### config.mk
export PLATFORM = sky130hd
export DESIGN_NAME = twm_sequencer
export DESIGN_NICKNAME = d
export VERILOG_FILES = /design/src/design/twm_fifo.v /design/src/design/twm_sequencer.v
export VERILOG_INCLUDE_DIRS = /design/src /design/src/design
export SDC_FILE = /design/constraint.sdc
export NUM_CORES = 1
export LEC_CHECK = 0
export BUFFER_PORTS_ARGS = -buffer_cell sky130_fd_sc_hd__buf_2
export CAP_MARGIN = 20
export CORE_ASPECT_RATIO = 0.8
export CORE_UTILIZATION = 58
export DETAILED_ROUTE_END_ITERATION = 10
export HOLD_SLACK_MARGIN = 0.08
export PLACE_DENSITY = 0.78
export SYNTH_ARGS = -nofsm -noshare
export SYNTH_HDL_FRONTEND = slang
export SYNTH_SLANG_ARGS = --single-unit
### constraint.sdc
create_clock -name clk -period 3.1 [get_ports clk]
set_input_delay 0.155 -clock clk [delete_from_list [all_inputs] [get_ports clk]]
set_output_delay 0.155 -clock clk [all_outputs]
set_load 0.02 [all_outputs]
### src/design/twm_defs.vh
`ifndef TWM_DEFS_VH
`define TWM_DEFS_VH

// ****************************************
// Widths and counts
// ****************************************
`define TWM_RATE_W      7
`define TWM_BYTE_W      8
`define TWM_FIFO_DEPTH  8
`define TWM_LAST_DATA   4'h7
`define TWM_ACK_SLOT    4'h8

// ****************************************
// Reset values
// ****************************************
`define TWM_RATE_RST    7'h00
`define TWM_BYTE_RST    8'h00
`define TWM_BIT_RST     4'h0
`define TWM_STATE_RST   4'h0

`endif

### src/design/twm_fifo.v
`timescale 1ns/100ps
`include "twm_defs.vh"

module twm_fifo #(
  parameter WIDTH = `TWM_BYTE_W,
  parameter DEPTH = `TWM_FIFO_DEPTH
) (
  input  wire             clk,
  input  wire             rstn,
  input  wire             inValid,
  output wire             inReady,
  input  wire [WIDTH-1:0] inData,
  output wire             outValid,
  input  wire             outReady,
  output wire [WIDTH-1:0] outData
);
  localparam AW = (DEPTH > 1) ? $clog2(DEPTH) : 1;

  reg [WIDTH-1:0] mem [0:DEPTH-1];
  reg [AW-1:0]    wrPtr_q;
  reg [AW-1:0]    rdPtr_q;
  reg [AW:0]      count_q;

  wire doPush = inValid && inReady;
  wire doPop  = outValid && outReady;

  assign inReady  = (count_q != DEPTH[AW:0]);
  assign outValid = (count_q != {(AW+1){1'b0}});
  assign outData  = mem[rdPtr_q];

  // Pointers wrap by hand so a depth that is not a power of two still works
  always @(posedge clk or negedge rstn) begin
    if (!rstn) begin
      wrPtr_q <= {AW{1'b0}};
      rdPtr_q <= {AW{1'b0}};
      count_q <= {(AW+1){1'b0}};
    end else begin
      if (doPush)
        wrPtr_q <= (wrPtr_q == DEPTH[AW-1:0] - 1'b1) ? {AW{1'b0}} : wrPtr_q + 1'b1;
      if (doPop)
        rdPtr_q <= (rdPtr_q == DEPTH[AW-1:0] - 1'b1) ? {AW{1'b0}} : rdPtr_q + 1'b1;
      if (doPush && !doPop)
        count_q <= count_q + 1'b1;
      else if (doPop && !doPush)
        count_q <= count_q - 1'b1;
    end
  end

  always @(posedge clk) begin
    if (doPush)
      mem[wrPtr_q] <= inData;
  end
endmodule // twm_fifo

### src/design/twm_sequencer.v
`timescale 1ns/100ps
`include "twm_defs.vh"

module twm_sequencer #(
  parameter RATE_W     = `TWM_RATE_W,
  parameter FIFO_DEPTH = `TWM_FIFO_DEPTH
) (
  input  wire              clk,
  input  wire              rstn,
  input  wire [RATE_W-1:0] rateReload,
  input  wire              ackDataValue,
  input  wire              ackSeqSet,
  input  wire              stopSet,
  input  wire              receiveSet,
  input  wire              txWrite,
  input  wire [7:0]        txByte,
  output wire              rxValid,
  output wire [7:0]        rxByte,
  input  wire              rxRead,
  input  wire              irqClear,
  input  wire              collisionClear,
  input  wire              overflowClear,
  input  wire              stopDetClear,
  input  wire              portIrqEnable,
  output wire              ackSequenceEnable,
  output wire              stopEnable,
  output wire              receiveEnable,
  output wire              bufferFull,
  output wire              writeCollision,
  output wire              receiveOverflow,
  output wire              ackStatus,
  output wire              stopDetected,
  output wire              portIrqFlag,
  output wire              portIrq,
  input  wire              sclIn,
  output wire              sclOut,
  output wire              sclOe,
  input  wire              sdaIn,
  output wire              sdaOut,
  output wire              sdaOe
);
  // ****************************************
  // States
  // ****************************************
  localparam S_IDLE    = 4'h0;
  localparam S_ACK_LO  = 4'h1;
  localparam S_ACK_WH  = 4'h2;
  localparam S_ACK_HI  = 4'h3;
  localparam S_ACK_END = 4'h4;
  localparam S_STP_SDA = 4'h5;
  localparam S_STP_LO  = 4'h6;
  localparam S_STP_WH  = 4'h7;
  localparam S_STP_HI  = 4'h8;
  localparam S_STP_DET = 4'h9;
  localparam S_STP_END = 4'hA;
  localparam S_BIT_LO  = 4'hB;
  localparam S_BIT_WH  = 4'hC;
  localparam S_BIT_HI  = 4'hD;

  // A zero rate field would wrap round and take the longest count, so it behaves as one
  function [RATE_W-1:0] rateLoad;
    input [RATE_W-1:0] r;
    begin
      rateLoad = (r == {RATE_W{1'b0}}) ? {{(RATE_W-1){1'b0}}, 1'b1} : r;
    end
  endfunction

  reg [3:0]        state_q;
  reg [RATE_W-1:0] rateCnt_q;
  reg              rateRun_q;
  reg [3:0]        bitCnt_q;
  reg              txMode_q;
  reg [7:0]        shift_q;
  reg              sclOe_q;
  reg              sdaOe_q;
  reg              ack_sequence_enable_q;
  reg              stopEn_q;
  reg              rcvEn_q;
  reg              bufFull_q;
  reg              write_collision_flag_q;
  reg              ovf_q;
  reg              ack_status_bit_q;
  reg              stopDet_q;
  reg              irqFlag_q;
  reg              sclMeta_q;
  reg              sclSync_q;
  reg              sdaMeta_q;
  reg              sdaSync_q;
  reg              push_q;

  // ****************************************
  // Pin synchronisers
  // ****************************************
  always @(posedge clk or negedge rstn) begin
    if (!rstn) begin
      sclMeta_q <= 1'b1;
      sclSync_q <= 1'b1;
      sdaMeta_q <= 1'b1;
      sdaSync_q <= 1'b1;
    end else begin
      sclMeta_q <= sclIn;
      sclSync_q <= sclMeta_q;
      sdaMeta_q <= sdaIn;
      sdaSync_q <= sdaMeta_q;
    end
  end

  wire rateOvf    = rateRun_q && (rateCnt_q == {{(RATE_W-1){1'b0}}, 1'b1});
  wire busy       = (state_q != S_IDLE) || ack_sequence_enable_q || stopEn_q || rcvEn_q;
  wire fifoReady;
  wire rxDone     = push_q;
  wire readPop    = rxRead && rxValid;

  // ****************************************
  // Received byte queue
  // ****************************************
  twm_fifo #(
    .WIDTH (8),
    .DEPTH (FIFO_DEPTH)
  ) u_twm_fifo (
    .clk      (clk),
    .rstn     (rstn),
    .inValid  (push_q),
    .inReady  (fifoReady),
    .inData   (shift_q),
    .outValid (rxValid),
    .outReady (rxRead),
    .outData  (rxByte)
  );

  // ****************************************
  // Sequencer and rate counter
  // ****************************************
  always @(posedge clk or negedge rstn) begin
    if (!rstn) begin
      state_q   <= `TWM_STATE_RST;
      rateCnt_q <= `TWM_RATE_RST;
      rateRun_q <= 1'b0;
      bitCnt_q  <= `TWM_BIT_RST;
      txMode_q  <= 1'b0;
      shift_q   <= `TWM_BYTE_RST;
      sclOe_q   <= 1'b0;
      sdaOe_q   <= 1'b0;
      ack_sequence_enable_q   <= 1'b0;
      stopEn_q  <= 1'b0;
      rcvEn_q   <= 1'b0;
      ack_status_bit_q <= 1'b0;
      push_q    <= 1'b0;
    end else begin
      push_q <= 1'b0;
      // Counter runs down to one, flags overflow and parks
      if (rateOvf) begin
        rateRun_q <= 1'b0;
        rateCnt_q <= {RATE_W{1'b0}};
      end else if (rateRun_q) begin
        rateCnt_q <= rateCnt_q - 1'b1;
      end
      case (state_q)
        S_IDLE: begin
          if (!busy && ackSeqSet) begin
            ack_sequence_enable_q <= 1'b1;
          end else if (!busy && stopSet) begin
            stopEn_q <= 1'b1;
          end else if (!busy && receiveSet) begin
            rcvEn_q <= 1'b1;
          end else if (ack_sequence_enable_q) begin
            sclOe_q   <= 1'b1;
            sdaOe_q   <= ~ackDataValue;
            rateCnt_q <= rateLoad(rateReload);
            rateRun_q <= 1'b1;
            state_q   <= S_ACK_LO;
          end else if (stopEn_q) begin
            sclOe_q <= 1'b1;
            sdaOe_q <= 1'b1;
            state_q <= S_STP_SDA;
          end else if (rcvEn_q && fifoReady) begin
            // Start waits while the queue is full, so no byte is ever dropped
            sclOe_q   <= 1'b1;
            sdaOe_q   <= 1'b0;
            txMode_q  <= 1'b0;
            bitCnt_q  <= `TWM_BIT_RST;
            rateCnt_q <= rateLoad(rateReload);
            rateRun_q <= 1'b1;
            state_q   <= S_BIT_LO;
          end else if (txWrite && !busy) begin
            sclOe_q   <= 1'b1;
            sdaOe_q   <= ~txByte[7];
            shift_q   <= {txByte[6:0], 1'b0};
            txMode_q  <= 1'b1;
            bitCnt_q  <= `TWM_BIT_RST;
            rateCnt_q <= rateLoad(rateReload);
            rateRun_q <= 1'b1;
            state_q   <= S_BIT_LO;
          end
        end
        S_ACK_LO: if (rateOvf) begin
          sclOe_q <= 1'b0;
          state_q <= S_ACK_WH;
        end
        S_ACK_WH: if (sclSync_q) begin
          rateCnt_q <= rateLoad(rateReload);
          rateRun_q <= 1'b1;
          state_q   <= S_ACK_HI;
        end
        S_ACK_HI: if (rateOvf) begin
          sclOe_q   <= 1'b1;
          ack_sequence_enable_q   <= 1'b0;
          rateCnt_q <= rateLoad(rateReload);
          rateRun_q <= 1'b1;
          state_q   <= S_ACK_END;
        end
        S_ACK_END: if (rateOvf) begin
          sdaOe_q <= 1'b0;
          state_q <= S_IDLE;
        end
        S_STP_SDA: if (!sdaSync_q) begin
          rateCnt_q <= rateLoad(rateReload);
          rateRun_q <= 1'b1;
          state_q   <= S_STP_LO;
        end
        S_STP_LO: if (rateOvf) begin
          sclOe_q <= 1'b0;
          state_q <= S_STP_WH;
        end
        S_STP_WH: if (sclSync_q) begin
          rateCnt_q <= rateLoad(rateReload);
          rateRun_q <= 1'b1;
          state_q   <= S_STP_HI;
        end
        S_STP_HI: if (rateOvf) begin
          sdaOe_q <= 1'b0;
          state_q <= S_STP_DET;
        end
        S_STP_DET: if (sdaSync_q && sclSync_q) begin
          rateCnt_q <= rateLoad(rateReload);
          rateRun_q <= 1'b1;
          state_q   <= S_STP_END;
        end
        S_STP_END: if (rateOvf) begin
          stopEn_q <= 1'b0;
          state_q  <= S_IDLE;
        end
        S_BIT_LO: if (rateOvf) begin
          sclOe_q <= 1'b0;
          state_q <= S_BIT_WH;
        end
        S_BIT_WH: if (sclSync_q) begin
          // Slave may stretch SCL; the high phase only starts once it is seen high
          rateCnt_q <= rateLoad(rateReload);
          rateRun_q <= 1'b1;
          if (!txMode_q)
            shift_q <= {shift_q[6:0], sdaSync_q};
          state_q <= S_BIT_HI;
        end
        S_BIT_HI: if (rateOvf) begin
          sclOe_q  <= 1'b1;
          bitCnt_q <= bitCnt_q + 4'h1;
          if (txMode_q && bitCnt_q == `TWM_ACK_SLOT) begin
            ack_status_bit_q <= sdaSync_q;
            state_q   <= S_IDLE;
          end else if (!txMode_q && bitCnt_q == `TWM_LAST_DATA) begin
            rcvEn_q <= 1'b0;
            push_q  <= 1'b1;
            state_q <= S_IDLE;
          end else begin
            if (txMode_q && bitCnt_q == `TWM_LAST_DATA) begin
              sdaOe_q <= 1'b0;
            end else if (txMode_q) begin
              sdaOe_q <= ~shift_q[7];
              shift_q <= {shift_q[6:0], 1'b0};
            end
            rateCnt_q <= rateLoad(rateReload);
            rateRun_q <= 1'b1;
            state_q   <= S_BIT_LO;
          end
        end
        default: state_q <= S_IDLE;
      endcase
    end
  end

  // ****************************************
  // Status flags; a hardware set wins over a clear
  // ****************************************
  wire txStart  = (state_q == S_IDLE) && txWrite && !busy && !ackSeqSet && !stopSet
                  && !receiveSet;
  wire txDrain  = (state_q == S_BIT_HI) && rateOvf && txMode_q
                  && (bitCnt_q == `TWM_LAST_DATA);
  wire ackDone  = (state_q == S_BIT_HI) && rateOvf && txMode_q
                  && (bitCnt_q == `TWM_ACK_SLOT);
  wire stopSeen = (state_q == S_STP_DET) && sdaSync_q && sclSync_q;
  wire stopDone = (state_q == S_STP_END) && rateOvf;
  wire ackTxEnd = (state_q == S_ACK_END) && rateOvf;
  wire irqSet   = ackDone || rxDone || stopDone || ackTxEnd;

  always @(posedge clk or negedge rstn) begin
    if (!rstn) begin
      bufFull_q <= 1'b0;
      write_collision_flag_q    <= 1'b0;
      ovf_q     <= 1'b0;
      stopDet_q <= 1'b0;
      irqFlag_q <= 1'b0;
    end else begin
      if (txStart || rxDone)
        bufFull_q <= 1'b1;
      else if (txDrain || (readPop && !txMode_q))
        bufFull_q <= 1'b0;
      if (txWrite && !txStart)
        write_collision_flag_q <= 1'b1;
      else if (collisionClear)
        write_collision_flag_q <= 1'b0;
      if (rxDone && bufFull_q && !readPop)
        ovf_q <= 1'b1;
      else if (overflowClear)
        ovf_q <= 1'b0;
      if (stopSeen)
        stopDet_q <= 1'b1;
      else if (stopDetClear)
        stopDet_q <= 1'b0;
      if (irqSet)
        irqFlag_q <= 1'b1;
      else if (irqClear)
        irqFlag_q <= 1'b0;
    end
  end

  // ****************************************
  // Outputs
  // ****************************************
  assign sclOut            = 1'b0;
  assign sdaOut            = 1'b0;
  assign sclOe             = sclOe_q;
  assign sdaOe             = sdaOe_q;
  assign ackSequenceEnable = ack_sequence_enable_q;
  assign stopEnable        = stopEn_q;
  assign receiveEnable     = rcvEn_q;
  assign bufferFull        = bufFull_q;
  assign writeCollision    = write_collision_flag_q;
  assign receiveOverflow   = ovf_q;
  assign ackStatus         = ack_status_bit_q;
  assign stopDetected      = stopDet_q;
  assign portIrqFlag       = irqFlag_q;
  assign portIrq           = irqFlag_q && portIrqEnable;
endmodule // twm_sequencer

==> flow_metrics.tcl, run 1 <==
set metrics [dict create \
    pwr-share-seq 0.410 \
    syn2layout_area_growth_pct 21.24 \
    leakagePower_nw 2.725 \
    hold_ws_ps 94.86 \
    synth_warnings 0 \
    cp_top_family "simple AND/OR/NAND/NOR gates" \
    dieHeight_um 90.18 \
    io_buffers 50 \
    hold_depth 3 \
    fin_nets 555 \
    synth_area_leaders "edfxtp_1 34%, dfrtp_1 21%, mux4_2 6.4%" \
    min_period_ps 2883 \
    clk_pin_slew_worst_paths_ps 60 \
    core_um2 9231 \
    finClkSkew_ps 8.436 \
    total_power_mw 5.412 \
    vias_per_cell 6.123 \
    n_antenna_cell 0 \
    drtIter0Drc 291 \
    overflow 0 \
    dp_hpwl_um 8108 \
    violations "DRC" \
    firstDrtPassIters 8 \
    path_max_fanout 7 \
    final_area_um2 6834 \
    ys_types 67 \
    pwr-share-clk 0.362 \
    die_area_um2 10120 \
    yosysMostFrequentCell "edfxtp_1" \
    switchingPower_mw 1.671 \
    grt_pass1_vias 3852 \
    clock_latency_ps 410 \
    rsz0062_at_grt "false" \
    place_congestion 0.8845 \
    swShare 0.3088 \
    grt_usage 0.2637 \
    drc_errors 3 \
    drive_above_1_share 0.2876 \
    start_kind "register" \
    status "complete, but fails checks" \
    post_cts_resized 0 \
    synth-edff-count 64 \
    path_class "register to register" \
    ys_ff_latch 115 \
    place_area_um2 6065 \
    worstHoldPathType "primary input to register" \
    p_int_mw 3.741 \
    fmax_mhz 346.9 \
    ant_nets 0 \
    cts_root_buf "clkbuf_16" \
    critPathSlowestCell "or4b_1" \
    initial_core_util 0.6106 \
    crit_buf_inv 2 \
    finalMaxSlewViolations 0 \
    syn_area_um2 5637 \
    setup_violations 0 \
    ios 53 \
    worst-path-stages 11 \
    h-tree-depth 4 \
    rows 31 \
    die_x_um 112.2 \
    relSlewSlack 0.4193 \
    clock_sinks 115 \
    p_per_area_nw_per_um2 792.0 \
    vdd_ir_drop_max_v 0.0007393 \
    cp.required_ps 3390 \
    combinationalPowerShare 0.228 \
    yosys-top-cells-count "64 x edfxtp_1, 47 x dfrtp_1, 26 x nand2_1, 25 x mux2_2, 23 x nor2_1" \
    clockBufferDepth 2 \
    yosysSeqAreaShare 0.5683 \
    synth_ff_type "edfxtp_1" \
    finalSetupTns_ps 0 \
    crit_path_cell_trace "or4b_1, nand2_1, inv_1, ha_1, inv_1, ha_1, a21o_1, a21oi_1, xnor2_1, nor2_1, xor2_1" \
    avgSynthCellArea_um2 13.08 \
    yosysTopAreaCell "edfxtp_1" \
    drv_cap 0 \
    grt_max_degree 27 \
    synth_top_cell_area_share 0.3410 \
    hold_violations 0 \
    cp.arrival_ps 3170 \
    post-route-period-util 0.9300 \
    end_kind "register" \
    antenna_found_initial 0 \
    cts_tree "yes" \
    worst_pin_slew_ps 867.9 \
    dr_total_vias 3919 \
    grt_pass1_wl_um 20100 \
    synth_cells 431 \
    numCtsBuffers 17 \
    wire_per_inst_um 19.57 \
    synthArstFlopShare 0.4435 \
    drt_wl_total_um 12520 \
    rr_worst_depth 11 \
    cpPeakStageDelay_ps 610 \
]
==> state kept, by name (all words and copies together) (netlist names), 3 cells and up <==
register            count
shift_q                 8
u_twm_fifo.wrPtr_q      3
u_twm_fifo.mem         64
u_twm_fifo.count_q      4
rateCnt_q               7
u_twm_fifo.rdPtr_q      3
state_q                 4
bitCnt_q                4
==> what timing repair did <==
item,in CTS,in global routing
buffers inserted,0,0
hold buffers,18,0
hold endpoints to repair,39,0
==> power by group through the flow <==
stage          clock network [mW]  logic [mW]  registers (mW)
2_1_floorplan                   0       0.997            2.10
3_3_place_gp                    0        1.15            2.22
3_5_place_dp                    0        1.19            2.24
4_1_cts                      1.97        1.22            2.21
5_1_grt                      2.04        1.34            2.25
6_report                     1.96        1.23            2.22
==> final timing paths <==
check                                      start                     to  slack, ps
max                        u_twm_fifo.count_q[0]  u_twm_fifo.count_q[3]        220
min reg2reg                            sclMeta_q              sclSync_q        350
max in group asynchronous                   rstn              sdaSync_q       2060
min                                    txByte[1]             shift_q[2]         90
max reg2reg                u_twm_fifo.count_q[0]  u_twm_fifo.count_q[3]        220
min in group asynchronous                   rstn         writeCollision        290
==> stage by stage <==
step                      setup slack (ps)  instances    util
after floorplan                      463.0        432       -
after global placement               382.2        590  0.6548
after detailed placement             278.3        591  0.6570
after CTS                            213.3        640  0.7403
after global routing                 69.29        640  0.7403
final                                216.9        640  0.7403
==> cells by family after synthesis <==
group	synth area share
other	0.0006653
flip-flops	0.5683
buffers and inverters	0.02753
multiplexers	0.1292
AO/OA/AOI/OAI	0.1026
XOR/XNOR	0.01088
adder cells (fa/ha/maj)	0.02797
AND/OR/NAND/NOR	0.1330
==> worst register-to-register path: stages, from the launching register on <==
cell     delay (ps)
dfrtp_1         440
or4b_1          610
nand2_1         260
inv_1           150
ha_1            230
inv_1           130
ha_1            240
a21o_1          180
a21oi_1         170
xnor2_1         130
nor2_1           60
xor2_1          140
==> cell type report <==
type                    count  area [µm²]
inverters                  16       60.06
clock buffers              18       429.2
multi-input cells         280        2282
flip-flops and latches    115        3203
clock inverters            13       160.2
fillers                   583        2397
repair buffers             83       555.5
well taps                 115       143.9
==> layer usage <==
layer | track usage | routed length, µm | up-vias
met4 | 0.1011 | 233 | 0
met3 | 0.05394 | 576 | 21
met5 | 0 | 0 | -
met1 | 0.3475 | 5476 | 1933
li1 | - | - | 1823
met2 | 0.4332 | 6236 | 142
==> cell usage in the layout (no fill, tap or decap), types with 5 or more instances in the layout <==
master          n
edfxtp_1       64
buf_2          50
dfrtp_1        47
nand2_1        26
mux2_2         25
nor2_1         23
dlygate4sd3_1  18
clkbuf_16      17
mux4_2         16
inv_1          16
o21ai_0        15
nor3_1         15
buf_4          14
a21oi_1        13
ha_1           11
nand3b_1        9
nand3_1         7
nand2b_1        7
nor2b_1         6
a32o_1          6
a21o_1          6
nand4_1         5
a22o_1          5
xnor2_1         5
mux2_1          5
No activity file was read; power rests on OpenSTA's default activity.
==> run 2: changes to the inputs <==
--- a/config.mk
+++ b/config.mk
@@ -15,4 +15,5 @@
 export PLACE_DENSITY = 0.78
 export SYNTH_ARGS = -nofsm -noshare
 export SYNTH_HDL_FRONTEND = slang
+export SYNTH_HIERARCHICAL = 1
 export SYNTH_SLANG_ARGS = --single-unit
==> run 2 against run 1 <==
Compared with the run above:
- the run now ends clean
- die area grew 4.6%
- non-clock buffer count shrank 1
- largest power group is now combinational cells
- sequential power grew 13%
- cell count grew 7.5%
- total power grew 33%
- via count grew 5.9%
- synthesized cell count grew 6.7%
- clock skew shrank 2.9 ps
- sequential cell count is the same
==> flow_metrics.tcl, run 2 <==
set metrics [dict create \
    status "completed" \
    clockBufferDepth 2 \
    hold_ws_ps 103.0 \
    dieHeight_um 92.23 \
    reg_top3 "u_twm_fifo/mem x64, shift_q x8, rateCnt_q x7" \
    final_common_cell "edfxtp_1" \
    path_class "register to register" \
    yosysSeqAreaShare 0.5427 \
    multi_input_area_um2 2517 \
    hold_depth 4 \
    antenna_found_initial 0 \
    critPathLaunch "u_twm_fifo/count_q[0]" \
    h-tree-depth 4 \
    clock_sinks 115 \
    worst_pin_slew_ps 836.3 \
    stdcell_count 688 \
    total_power_mw 7.185 \
    vdd_ir_drop_max_v 0.0006449 \
    top_register "u_twm_fifo/mem" \
    layout_common_cells "64 x edfxtp_1, 50 x buf_2, 47 x dfrtp_1" \
    yosysMostFrequentCell "edfxtp_1" \
    synth_cells 460 \
    post_cts_resized 0 \
    cts_tree "yes" \
    fillers 685 \
    worst_hold_path.endpoint "receiveOverflow" \
    io_buffers 50 \
    leakagePower_nw 2.826 \
    rows 32 \
    drt_wl_total_um 13330 \
    r2r_end "u_twm_fifo/count_q[3]" \
    seq_area_um2 3203 \
    dp_hpwl_um 8764 \
    dr_total_vias 4150 \
    overflow 0 \
    dp_cells 638 \
    ys_ff_latch 115 \
    syn2layout_area_growth_pct 20.59 \
    drive_above_1_share 0.2699 \
    synth_warnings 6 \
    r2r-start "u_twm_fifo/count_q[0]" \
    avgSynthCellArea_um2 12.83 \
    grt_max_degree 35 \
    rr_worst_depth 9 \
    post-route-period-util 0.9308 \
    die_x_um 114.8 \
    drtIter0Drc 358 \
    cp.arrival_ps 3170 \
    fin_nets 581 \
    yosysTopAreaCell "edfxtp_1" \
    place_congestion 0.9216 \
    relSlewSlack 0.4348 \
    core_um2 9769 \
    finalSetupTns_ps 0 \
    finClkSkew_ps 5.567 \
    cp.required_ps 3390 \
    path_max_fanout 8 \
    min_period_ps 2885 \
    ys_types 78 \
    largest_reg_flops 64 \
    rsz0062_at_grt "false" \
    wire_per_inst_um 19.37 \
    clock_latency_ps 410 \
    synth_area_leaders "edfxtp_1 33%, dfrtp_1 20%, mux4_1 3.6%" \
    grt_pass1_wl_um 21290 \
    yosys-top-cells-count "64 x edfxtp_1, 47 x dfrtp_1, 31 x nand2_1, 27 x nor2_1" \
    fmax_mhz 346.6 \
    vias_per_cell 6.032 \
    numCtsBuffers 17 \
    drc_errors 0 \
    regToRegSetupSlack_ps 210 \
    initial_core_util 0.6041 \
    drv_cap 0 \
    synth-edff-count 64 \
    n_antenna_cell 0 \
    die_area_um2 10590 \
    ios 53 \
    clk_pin_slew_worst_paths_ps 60 \
    end_kind "register" \
    p_per_area_nw_per_um2 1010 \
    finalMaxSlewViolations 0 \
    synth_top_cell_area_share 0.3256 \
    hold_violations 0 \
    start_kind "register" \
    final_util 0.7285 \
    grt_pass1_vias 4213 \
    worstHoldPathType "primary input to register" \
    post_cts.repair.setup_buffers 0 \
    synthArstFlopShare 0.4435 \
    min_from "rxRead" \
    grt_usage 0.2755 \
    ant_nets 0 \
    cts_root_buf "clkbuf_16" \
    firstDrtPassIters 5 \
    syn_area_um2 5902 \
    synth_ff_type "edfxtp_1" \
    setup_violations 0 \
]
## run 2: changes by cell type after synthesis, sizes merged, moves of 4 or more
cell | previous run | this run
nand4 | 5 | 1
nor3 | 15 | 11
nand3 | 8 | 19
a31oi | 3 | 9
nand2 | 26 | 32
a21oi | 13 | 17
## run 2: worst max path at each step
| stage | to | slack, ps | depth (start not counted) |
|---|---|---|---|
| floorplan | u_twm_fifo/count_q[3] | 470 | 9 |
| global placement | u_twm_fifo/count_q[3] | 390 | 9 |
| detailed placement | u_twm_fifo/count_q[3] | 250 | 9 |
| CTS | u_twm_fifo/count_q[3] | 230 | 9 |
| global route | u_twm_fifo/count_q[3] | 100 | 9 |
| finish | u_twm_fifo/count_q[3] | 210 | 9 |
## run 2: metrics by stage
step           cell area (µm²)  setup slack, ps
6_report                  7117            214.6
5_1_grt                   7117            102.2
4_1_cts                   7117            226.6
3_5_place_dp              6299            251.0
3_3_place_gp              6299            388.6
2_1_floorplan             5906            469.7
## run 2: critical path, stage by stage, from the launching register on
cell and delay [ps]:
dfrtp_1 470, or4b_4 630, nand2_4 160, inv_2 40
ha_1 250, inv_1 170, ha_1 310, or4_1 500
o211ai_1 120, o211ai_1 100
## run 2: kinds of logic after synthesis
kind of cell,share of synthesized area
DFF,0.5427
muxes,0.1393
and+or+nand+nor,0.1395
AOI/OAI and AO/OA,0.1124
buffers and inverters,0.03138
adders and majority gates,0.02671
xor gates and xnor gates,0.007420
other,0.0006354
## run 2: layout make-up
class,instances,share of cell area
Sequential cell,115,0.4501
Multi-Input combinational cell,309,0.3537
Timing Repair Buffer,82,0.07525
Clock buffer,18,0.06030
Clock inverter,14,0.02936
Tap cell,136,0.02391
Inverter,14,0.007384
## run 2: routing by layer
metal | track usage | vias to the layer above | wire length, µm
met5 | 0 | - | 0
met4 | 0.1299 | 0 | 299
met3 | 0.07336 | 31 | 723
met2 | 0.4510 | 135 | 6719
met1 | 0.3416 | 2046 | 5586
li1 | - | 1938 | -
## run 2: report_power, final
group	internal [mW]	total, mW	switching [mW]	leakage [nW]
Combinational	1.26	2.56	1.30	1.32
Sequential	1.99	2.50	0.511	1.21
Clock	1.42	2.12	0.703	0.305
## run 2: what timing repair did
action	in CTS	in global routing
endpoints found under the setup margin	0	0
hold endpoints to repair	47	0
hold buffers	18	0
==> run 3: changes to the inputs <==
--- a/config.mk
+++ b/config.mk
@@ -10,6 +10,7 @@
 export CAP_MARGIN = 20
 export CORE_ASPECT_RATIO = 0.8
 export CORE_UTILIZATION = 58
+export CTS_BUF_LIST = sky130_fd_sc_hd__clkbuf_2
 export DETAILED_ROUTE_END_ITERATION = 10
 export HOLD_SLACK_MARGIN = 0.08
 export PLACE_DENSITY = 0.78
==> run 3 against run 2 <==
Compared with the run above:
- fmax shrank 0.54%
- via count grew 1.5%
- cell count grew 2.2%
- utilization shrank 1.9 points
==> flow_metrics.tcl, run 3 (synthesized netlist as in run 2, its figures left out) <==
set metrics [dict create \
    grt_usage 0.2654 \
    fmax_mhz 344.7 \
    pwr-share-clk 0.190 \
    largest_reg_flops 64 \
    finalMaxSlewViolations 0 \
    p_int_mw 3.888 \
    path_class "register to register" \
    reg_top3 "u_twm_fifo/mem x64, shift_q x8, rateCnt_q x7" \
    start_kind "register" \
    finClkSkew_ps 45.23 \
    leakagePower_nw 2.758 \
    cp.arrival_ps 3430 \
    status "completed" \
    drt_wl_total_um 13010 \
    cp.required_ps 3630 \
    worstHoldPathType "primary input to asynchronous set/reset pin" \
    swShare 0.3810 \
    path_max_fanout 8 \
    dieHeight_um 92.23 \
    hold_violations 0 \
    core_um2 9769 \
    vdd_ir_drop_max_v 0.0006309 \
    p_per_area_nw_per_um2 906.6 \
    n_antenna_cell 0 \
    initial_core_util 0.6041 \
    grt_max_degree 35 \
    clockBufferDepth 2 \
    numCtsBuffers 17 \
    clk_pin_slew_worst_paths_ps 180 \
    die_x_um 114.8 \
    cts_tree "yes" \
    drc_errors 0 \
    firstDrtPassIters 5 \
    rows 32 \
    layout_common_cells "64 x edfxtp_1, 50 x buf_2, 47 x dfrtp_1" \
    cts_root_buf "clkbuf_2" \
    vias_per_cell 5.994 \
    die_area_um2 10590 \
    pwr-share-seq 0.397 \
    hold_ws_ps 93.39 \
    finalSetupTns_ps 0 \
    min_period_ps 2901 \
    relSlewSlack 0.4493 \
    clock_latency_ps 670 \
    rsz0062_at_grt "false" \
    drv_cap 0 \
    dp_hpwl_um 8764 \
    fin_nets 596 \
    antenna_found_initial 0 \
    grt_pass1_wl_um 20890 \
    post-route-period-util 0.9358 \
    switchingPower_mw 2.393 \
    syn2layout_area_growth_pct 17.38 \
    h-tree-depth 4 \
    io_buffers 50 \
    drtIter0Drc 295 \
    place_congestion 0.9216 \
    final_common_cell "edfxtp_1" \
    ios 53 \
    grt_pass1_vias 4192 \
    worst_pin_slew_ps 814.9 \
    dr_total_vias 4214 \
    combinationalPowerShare 0.413 \
    clock_sinks 115 \
    overflow 0 \
    wire_per_inst_um 18.51 \
    setup_violations 0 \
    ant_nets 0 \
    top_register "u_twm_fifo/mem" \
    drive_above_1_share 0.2646 \
    end_kind "register" \
    post_cts_resized 0 \
]
[run 3: changes by cell type in the layout (fill, tap and decap cells not counted), sizes merged]
| cell | change |
|---|---|
| dlygate4sd3 | +15 |
[run 3: layout make-up]
type / count / area, µm²
timing repair buffer: 97 / 685.7
multi-input combinational: 309 / 2517
clock buffer: 18 / 90.09
clock inverter: 14 / 209.0
sequential: 115 / 3203
tap: 136 / 170.2
fill: 717 / 2841
inverter: 14 / 52.55
[run 3: power by group through the flow]
| stage | Clock (mW) | Sequential (mW) | Combinational (mW) |
|---|---|---|---|
| floorplan | 0 | 2.29 | 2.13 |
| global placement | 0 | 2.48 | 2.42 |
| detailed placement | 0 | 2.51 | 2.51 |
| CTS | 1.21 | 2.49 | 2.57 |
| global route | 1.27 | 2.55 | 2.84 |
| finish | 1.20 | 2.49 | 2.59 |
[run 3: repair_timing]
item                      CTS  global route
hold endpoints to repair   62             1
hold buffers               32             1
buffers inserted            0             0
[run 3: per-layer routing]
layer / up-vias / GRT usage / part of all wire
met1: 2089 / 0.3389 / 0.42
met5: - / 0 / 0
li1: 1965 / - / -
met2: 135 / 0.4429 / 0.51
met4: 0 / 0.09957 / 0.017
met3: 25 / 0.06081 / 0.050
[run 3: path summary, 6_finish.rpt]
| path | start | endpoint | slack (ps) | cells past startpoint |
|---|---|---|---|---|
| worst min register to register | sdaMeta_q | sdaSync_q | 350 | 0 |
| min in group clk | sdaIn | sdaMeta_q | 140 | 2 |
| worst max register to register | u_twm_fifo/count_q[0] | u_twm_fifo/count_q[3] | 200 | 9 |
| max in group asynchronous | rstn | u_twm_fifo/wrPtr_q[0] | 2260 | 3 |
| worst max-delay path | u_twm_fifo/count_q[0] | u_twm_fifo/count_q[3] | 200 | 9 |
| worst min-delay path | rstn | u_twm_fifo/count_q[1] | 90 | 2 |
[run 3: critical path: stages, from the launching register on]
cell and delay [ps]:
dfrtp_1 510, or4b_4 630, nand2_4 150, inv_2 40, ha_1 240, inv_1 170, ha_1 310, or4_1 500
o211ai_1 120, o211ai_1 100
[run 3: per-stage QoR]
| stage | total power, mW | area [µm²] | worst slack, ps | util | std cells |
|---|---|---|---|---|---|
| after detailed placement | 5.020 | 6299 | 251.0 | 0.6447 | 638 |
| final | 6.281 | 6928 | 199.0 | 0.7091 | 703 |
| after CTS | 6.269 | 6918 | 208.1 | 0.7081 | 702 |
| after global placement | 4.898 | 6299 | 388.6 | 0.6447 | 638 |
| after floorplan | 4.421 | 5906 | 469.7 | - | 461 |
| after global routing | 6.659 | 6928 | 76.98 | 0.7091 | 703 |
